$ cat src/piw_params.svh
// Timing constants for the interrupt-acknowledge wait-state generator
`ifndef PIW_PARAMS_SVH
`define PIW_PARAMS_SVH
`define PIW_CLK_PERIOD_NS 100
`define PIW_ACK_LEAD_MIN_NS 40
`define PIW_ACK_LEAD_MAX_NS 240
`define PIW_WAIT_SHORT 1
`define PIW_WAIT_LONG 2
`define PIW_WAIT_INTACK 4
`define PIW_PARK_EXIT_CLOCKS 2
`define PIW_SEQ_RESET 3'h6
`endif

$ cat src/piw_pkg.sv
// Types shared by the wait-state generator
package piw_pkg;
    typedef struct packed {
        logic function_code_bit2;
        logic function_code_bit1;
        logic function_code_bit0;
    } piw_fc_s;
    typedef struct packed {
        logic rd;
        logic wr;
    } piw_strobe_s;
endpackage : piw_pkg

$ cat src/piw_intack_waitgen.sv
// Bus glue: interrupt-acknowledge decode, strobes and wait-state sequencer
//
// Operation
// - One wait state with select negated, two when asserted, ordinary cycles.
// - Interrupt acknowledge always inserts five wait states.
// - Lower strobe registered; read needs registered copy, delaying read edge.
// - Read strobe generated during acknowledge so peripheral drives vector.
// - Select one wait at 4 MHz, two at 6 MHz and above.
// - Acknowledge may lead valid read data by at most 40 to 240 ns.
`timescale 1ns/1ps
`include "piw_params.svh"

module piw_intack_waitgen (
    input wire logic core_clk_i,
    input wire logic rst_i,
    input wire logic address_strobe_i,
    input wire logic lower_data_strobe_i,
    input wire logic read_not_write_i,
    input wire logic wait_count_select_i,
    input wire piw_pkg::piw_fc_s function_code_i,
    output logic intack_decode_o,
    output logic data_transfer_ack_o,
    output piw_pkg::piw_strobe_s periph_strobe_o
);
    // Strobes are active high here; pin inversion lives outside.
    logic seq_a_reg;
    logic seq_b_reg;
    logic seq_c_reg;
    logic delayed_lower_strobe_reg;
    logic ack_next;
    logic rd_next;
    logic wr_next;
    logic intack_next;
    logic ack_short;
    logic ack_long;
    logic ack_intack;
    logic ack_hold;
    logic [2:0] busy_clocks_reg;

    assign intack_next = function_code_i.function_code_bit0 &
        function_code_i.function_code_bit1 &
        function_code_i.function_code_bit2 & address_strobe_i;

    always_ff @(posedge core_clk_i or posedge rst_i) begin
        if (rst_i) begin
            delayed_lower_strobe_reg <= 1'b0;
        end else begin
            delayed_lower_strobe_reg <= lower_data_strobe_i;
        end
    end

    // sequencer stepping; idle strobe and reset park it at 110
    // Parking on reset lets a cycle right after reset count its waits in full
    always_ff @(posedge core_clk_i or posedge rst_i) begin
        if (rst_i) begin
            {seq_a_reg, seq_b_reg, seq_c_reg} <= `PIW_SEQ_RESET;
        end else begin
            seq_a_reg <= (seq_a_reg & ~seq_b_reg) | (seq_b_reg & seq_c_reg)
                | ~address_strobe_i;
            seq_b_reg <= (seq_a_reg ^ seq_c_reg) | ~address_strobe_i;
            seq_c_reg <= address_strobe_i &
                ((~seq_a_reg & ~seq_b_reg) | (seq_b_reg & seq_c_reg));
        end
    end

    // one wait: sequencer back at all zeros
    assign ack_short = ~intack_next & ~seq_a_reg & ~seq_b_reg & ~seq_c_reg
        & ~wait_count_select_i;

    // two waits: integrator picks select by clock rate
    assign ack_long = ~intack_next & ~seq_a_reg & ~seq_b_reg & seq_c_reg
        & wait_count_select_i;

    // interrupt acknowledge: only the late sequencer states answer
    assign ack_intack = intack_next & seq_a_reg & ~seq_b_reg;

    // hold until the processor lets go of the strobe
    assign ack_hold = data_transfer_ack_o & lower_data_strobe_i;

    always_comb begin
        ack_next = ack_short | ack_long | ack_intack | ack_hold;
    end

    // Clocks since address strobe, for the wait-count checks below
    always_ff @(posedge core_clk_i or posedge rst_i) begin
        if (rst_i) begin
            busy_clocks_reg <= 3'h0;
        end else if (!address_strobe_i) begin
            busy_clocks_reg <= 3'h0;
        end else if (busy_clocks_reg != 3'h7) begin
            busy_clocks_reg <= busy_clocks_reg + 3'h1;
        end
    end

    // read in acknowledge comes from the sequencer, not the strobe
    always_comb begin
        rd_next = (lower_data_strobe_i & delayed_lower_strobe_reg
                & read_not_write_i & ~intack_next)
            | (seq_a_reg & seq_c_reg & intack_next)
            | (seq_a_reg & ~seq_b_reg & intack_next);
        wr_next = lower_data_strobe_i & ~read_not_write_i;
    end

    // registered outputs; glitch-free pins, ack never runs early
    always_ff @(posedge core_clk_i or posedge rst_i) begin
        if (rst_i) begin
            data_transfer_ack_o <= 1'b0;
            periph_strobe_o <= '0;
            intack_decode_o <= 1'b0;
        end else begin
            data_transfer_ack_o <= ack_next;
            periph_strobe_o.rd <= rd_next;
            periph_strobe_o.wr <= wr_next;
            intack_decode_o <= intack_next;
        end
    end

    a_write_follows: assert property (@(posedge core_clk_i)
        disable iff (rst_i)
        lower_data_strobe_i && !read_not_write_i |=> periph_strobe_o.wr)
        else $error("write strobe missing");

    a_write_quiet: assert property (@(posedge core_clk_i)
        disable iff (rst_i)
        !(lower_data_strobe_i && !read_not_write_i) |=> !periph_strobe_o.wr)
        else $error("write strobe without write");

    a_read_delayed: assert property (@(posedge core_clk_i)
        disable iff (rst_i)
        $rose(lower_data_strobe_i) && !intack_next |=> !periph_strobe_o.rd)
        else $error("read edge not delayed");

    a_read_normal: assert property (@(posedge core_clk_i)
        disable iff (rst_i)
        lower_data_strobe_i && delayed_lower_strobe_reg && read_not_write_i
        && !intack_next |=> periph_strobe_o.rd)
        else $error("ordinary read strobe missing");

    a_intack_decode: assert property (@(posedge core_clk_i)
        disable iff (rst_i)
        intack_next |=> intack_decode_o)
        else $error("acknowledge decode missed");

    a_ack_hold: assert property (@(posedge core_clk_i)
        disable iff (rst_i)
        data_transfer_ack_o && lower_data_strobe_i |=> data_transfer_ack_o)
        else $error("acknowledge dropped early");

    a_parked_quiet: assert property (@(posedge core_clk_i)
        disable iff (rst_i)
        seq_b_reg && !(data_transfer_ack_o && lower_data_strobe_i)
        |=> !data_transfer_ack_o)
        else $error("acknowledge from busy sequencer");

    a_idle_park: assert property (@(posedge core_clk_i)
        disable iff (rst_i)
        !address_strobe_i |=> seq_a_reg && seq_b_reg && !seq_c_reg)
        else $error("sequencer not parked");

    a_ack_one_wait: assert property (@(posedge core_clk_i)
        disable iff (rst_i)
        !intack_next && !wait_count_select_i && !seq_a_reg && !seq_b_reg
        && !seq_c_reg |=> data_transfer_ack_o)
        else $error("short wait acknowledge missing");

    a_ack_two_wait: assert property (@(posedge core_clk_i)
        disable iff (rst_i)
        !intack_next && wait_count_select_i && !seq_a_reg && !seq_b_reg
        && seq_c_reg |=> data_transfer_ack_o)
        else $error("long wait acknowledge missing");

    a_short_count: assert property (@(posedge core_clk_i)
        disable iff (rst_i)
        $rose(data_transfer_ack_o) && !intack_decode_o && !wait_count_select_i
        |-> busy_clocks_reg == `PIW_WAIT_SHORT + `PIW_PARK_EXIT_CLOCKS)
        else $error("short wait count wrong");

    a_long_count: assert property (@(posedge core_clk_i)
        disable iff (rst_i)
        $rose(data_transfer_ack_o) && !intack_decode_o && wait_count_select_i
        |-> busy_clocks_reg == `PIW_WAIT_LONG + `PIW_PARK_EXIT_CLOCKS)
        else $error("long wait count wrong");

    a_intack_ack: assert property (@(posedge core_clk_i)
        disable iff (rst_i)
        intack_next && seq_a_reg && !seq_b_reg |=> data_transfer_ack_o)
        else $error("intack acknowledge missing");

    a_intack_early: assert property (@(posedge core_clk_i)
        disable iff (rst_i)
        intack_next && !seq_a_reg && !(data_transfer_ack_o && lower_data_strobe_i)
        |=> !data_transfer_ack_o)
        else $error("intack acknowledge too early");

    a_intack_read: assert property (@(posedge core_clk_i)
        disable iff (rst_i)
        intack_next && seq_a_reg && seq_c_reg |=> periph_strobe_o.rd)
        else $error("vector read missing");

    c_intack: cover property (@(posedge core_clk_i) disable iff (rst_i)
        intack_decode_o && data_transfer_ack_o);
    c_read: cover property (@(posedge core_clk_i) disable iff (rst_i)
        periph_strobe_o.rd && data_transfer_ack_o && !intack_decode_o);
    c_write: cover property (@(posedge core_clk_i) disable iff (rst_i)
        periph_strobe_o.wr && data_transfer_ack_o);
    c_long_wait: cover property (@(posedge core_clk_i) disable iff (rst_i)
        data_transfer_ack_o && wait_count_select_i && !intack_decode_o);
    c_ack_held: cover property (@(posedge core_clk_i) disable iff (rst_i)
        data_transfer_ack_o && $past(data_transfer_ack_o));
endmodule : piw_intack_waitgen

$ cat config.mk
export PLATFORM = sky130hd
export DESIGN_NAME = piw_intack_waitgen
export DESIGN_NICKNAME = d
export VERILOG_FILES = /design/src/piw_pkg.sv /design/src/piw_intack_waitgen.sv
export VERILOG_INCLUDE_DIRS = /design/src
export SDC_FILE = /design/constraint.sdc
export NUM_CORES = 1
export LEC_CHECK = 0
export BUFFER_PORTS_ARGS = -buffer_cell sky130_fd_sc_hd__buf_2
export CELL_PAD_IN_SITES_DETAIL_PLACEMENT = 0
export CELL_PAD_IN_SITES_GLOBAL_PLACEMENT = 1
export CORE_AREA = 2 2 39 41
export DETAILED_ROUTE_END_ITERATION = 8
export DIE_AREA = 0 0 41 43
export PLACE_DENSITY_LB_ADDON = 0.1
export SYNTH_ARGS = -nofsm -noshare
export SYNTH_HDL_FRONTEND = slang
export SYNTH_SLANG_ARGS = --single-unit
$ cat constraint.sdc
create_clock -name core_clk_i -period 1 [get_ports core_clk_i]
set_input_delay 0.2 -clock core_clk_i [delete_from_list [all_inputs] [get_ports core_clk_i]]
set_output_delay 0.2 -clock core_clk_i [all_outputs]
set_load 0.05 [all_outputs]
Word-level counts from Yosys, hierarchy flattened:

Cells that the tools add are included.

* input bits: 9
* logic and storage cells: 48
* memories: 0
* latch bits: 0
* register bits after elaboration: 8
* ROM bits: 0
* output and inout port bits: 4
* bits in writable memories: 0

* bitwise logic cells: 40
* multipliers: 0
* eq/ne operators: 0
* add/sub/neg operators: 0
* reduce and logical (&&, ||, !) cells: 0
* divide/modulo/power cells: 0
* shift operators: 0
* mux-type cells: 0
* $lt $le $gt $ge: 0

Operators by type and width (number)
* $and A1 B1 Y1: 23
* $or A1 B1 Y1: 9
* $not A1 Y1: 7
* $xor A1 B1 Y1: 1

Longest topological paths before layout:

* word-level depth: 11
* gate-level depth with buffers: 4
* depth with buffers taken out: 3

Worst setup path before layout:

No wires, ideal clock.

* kind: register to register
* from: register seq_a_reg
* to: register seq_b_reg
* cell stages (with the launch flop): 3
* buffers on the path: 0
* library setup time: 81 ps
* path slack: -26 ps
* arrival: 945 ps
* cells stage by stage: dfstp_2 ha_1 or2b_1

* longest elaborated chain between the ends: 2

Ends and longest elaborated chain
* start, declared: RTL line piw_intack_waitgen.sv:26 `logic seq_a_reg;`
* start signal, assigned: RTL line piw_intack_waitgen.sv:56 `` {seq_a_reg, seq_b_reg, seq_c_reg} <= `PIW_SEQ_RESET; ``
* start signal, assigned: RTL line piw_intack_waitgen.sv:58 `seq_a_reg <= (seq_a_reg & ~seq_b_reg) | (seq_b_reg & seq_c_reg)`
* $xor A1 B1 Y1: RTL line piw_intack_waitgen.sv:60 `seq_b_reg <= (seq_a_reg ^ seq_c_reg) | ~address_strobe_i;`
* $or A1 B1 Y1: RTL line piw_intack_waitgen.sv:60
* end signal, assigned: RTL line piw_intack_waitgen.sv:56
* end signal, assigned: RTL line piw_intack_waitgen.sv:60
* end, declared: RTL line piw_intack_waitgen.sv:27 `logic seq_b_reg;`

No other way between the ends.

Worst setup path after layout:

Ends and elaborated chain as after synthesis.

==> metrics <==
CP arrival 1.23 ns; setup TNS -0.111 ns; clk sinks 8; total congestion overflow 0; worst-skew pair later-pin latency between 0.2 and 0.3 ns; vias per cell ~4.2; RSZ-0062 raised after global routing true; library cells used by synthesis 16; period utilization 105%; RePlAce Congestion 0.751; CP startpoint kind flop; Yosys reg bits 8; Max-slew headroom between 80% and 90%; drt drc 0; failing checks negative setup slack; die width between 40 and 50 µm; CP Capture Type flop; Iter 0 DRT Violations 0; commonest non-fill, non-tap cell in the layout buf_2; vias after detailed routing about 260; placed inst area ~430 µm²; CP max-delay cell dfstp_2; required time of the critical path 1.19 ns; area share of the largest cell type after synthesis between 40% and 50%; vias in the first global route ~290; most frequent cells in the layout 8 x buf_2, 5 x dfrtp_1, 4 x buf_4; FP Rows 14; DPL Wire Length 529 µm; Clock Skew approximately 0.0044 ns; initial antenna violation count 0; crit-path max FO 3; CTS tree yes; Routed Antenna Nets 0; Worst Max-Slew Pin Slew about 0.3 ns; Syn Inst Count 25; Clock Path Buffers 2; first-pass GRT wire length 1.25 mm; Die Area between 1500 and 2000 µm²; number of diodes 0; FMAX between 900 and 1000 MHz; fin area 533 µm²; CP bufs+invs 0; wire per inst ~12 µm; sequential area share after synthesis between 60% and 70%; max reg flops 2; synth warn 0; GRT Overall Usage 12.0%; worst vdd ir roughly 530 µV; H-tree levels 1; drt first pass iters 1; nets@finish 56; mapped cell area 337 µm²; Pwr Density 1740 nW/µm²; number of CTS-inserted buffers 3; Total Wirelength 703 µm; cell family with most CP delay flip-flops; max-cap violations 0; synthesized net count 35; Initial Util roughly a quarter; Mean Syn Cell Area 13.5 µm²; worst min path class in -> reg; share of cells above drive strength 1 roughly 64%; CP cell instances ha_4, or2b_1; Worst-path clk slew about 0.060 ns; leakage 0.259 nW; outcome finished with violations; Synth area leader dfrtp_1; Core Area approximately 1400 µm²; crit path kind reg -> reg; register with the most flip-flops periph_strobe_o; IO Pins 13; Area contributors post-synth dfrtp_1 45%, dfstp_2 16%, o41ai_2 4.8%, a22oi_2 3.7%, ha_1 3.7%; PortBufs 12; Finish-stage setup viols 4; Final Hold Vio Count 0; P&R area growth vs syn 58.4%; final cell count without fillers 61; Final Worst Setup Slack -0.0462 ns; Final Max Slew Viols 0; pin count of the biggest net entering global routing 9; post-layout min period between 1 and 1.5 ns; CP peak stage delay around 0.56 ns; Die H roughly 43 µm; clk root buf clkbuf_4; placed cells 55
## cell usage after synthesis
library cell,instances
ha_1,1
and4_4,1
nand2b_1,1
nor2_1,1
a21o_1,1
o41ai_2,1
dfstp_2,2
nor2b_1,2
xor2_1,1
or2b_1,1
a21oi_1,2
buf_6,1
a31oi_1,1
inv_1,2
a22oi_2,1
dfrtp_1,6
## final cells by class
class,count,area [µm²]
fillers,145,851
flip-flops and latches,8,204
multi-input cells,14,146
repair buffers,17,129
clock buffers,4,26.3
well taps,16,20.0
inverters,2,7.51
## power breakdown
part | switching (mW) | internal [mW]
Sequential | 0.0362 | 0.371
Clock | 0.119 | 0.153
Combinational | 0.116 | 0.135
Total | 0.271 | 0.659
## final timing paths
check	start	end	slack (ns)	cells after the start
max in group asynchronous	rst_i	seq_b_reg	0.29	3
worst min register to register	delayed_lower_strobe_reg	periph_strobe_o[1]	0.55	2
worst max register to register	seq_a_reg	seq_b_reg	-0.05	2
worst min-delay path	lower_data_strobe_i	delayed_lower_strobe_reg	0.10	1
min in group asynchronous	rst_i	periph_strobe_o[0]	0.42	3
worst max-delay path	seq_a_reg	seq_b_reg	-0.05	2
## per-stage QoR
step	worst slack, ns	util, %	power, mW	hold WS, ns
3_3_place_gp	-0.0296	31.2	0.589	0.156
2_1_floorplan	-0.0203	-	0.515	0.0142
5_1_grt	-0.0790	38.5	0.987	0.105
3_5_place_dp	-0.0507	31.2	0.593	0.161
6_report	-0.0462	38.5	0.930	0.103
4_1_cts	-0.0432	37.7	0.927	0.0963
## worst reg2reg max path: stages, from the launching register on
cell	delay (ns)
dfstp_2	0.56
ha_4	0.20
or2b_1	0.21
## cell families (layout without fill, tap and decap cells)
logic type / count (synthesis) / in the layout / synth area share (%)
adder cells (fa/ha/maj): 1 / 1 / 3.72
AND/OR/NAND/NOR: 6 / 6 / 12.3
buffers and inverters: 3 / 23 / 5.58
flip-flops: 8 / 8 / 60.2
XOR/XNOR: 1 / 1 / 2.60
AO/OA/AOI/OAI: 6 / 6 / 15.6
## repair_timing
action | in CTS | in global routing
hold buffers | 1 | 0
setup endpoints to repair | 8 | 9
pin swaps | 1 | 0
gates cloned | 0 | 0
hold endpoints to repair | 6 | 0
resized for setup | 12 | 1
setup buffers | 0 | 1
## layer usage
layer | vias up | wire, µm | track usage (%)
li1 | 124 | - | -
met1 | 117 | 275 | 11.9
met2 | 13 | 330 | 16.3
met3 | 5 | 65 | 6.28
met4 | 0 | 31 | 12.0
met5 | - | 0 | 0
No activity file was read; power rests on OpenSTA's default activity.
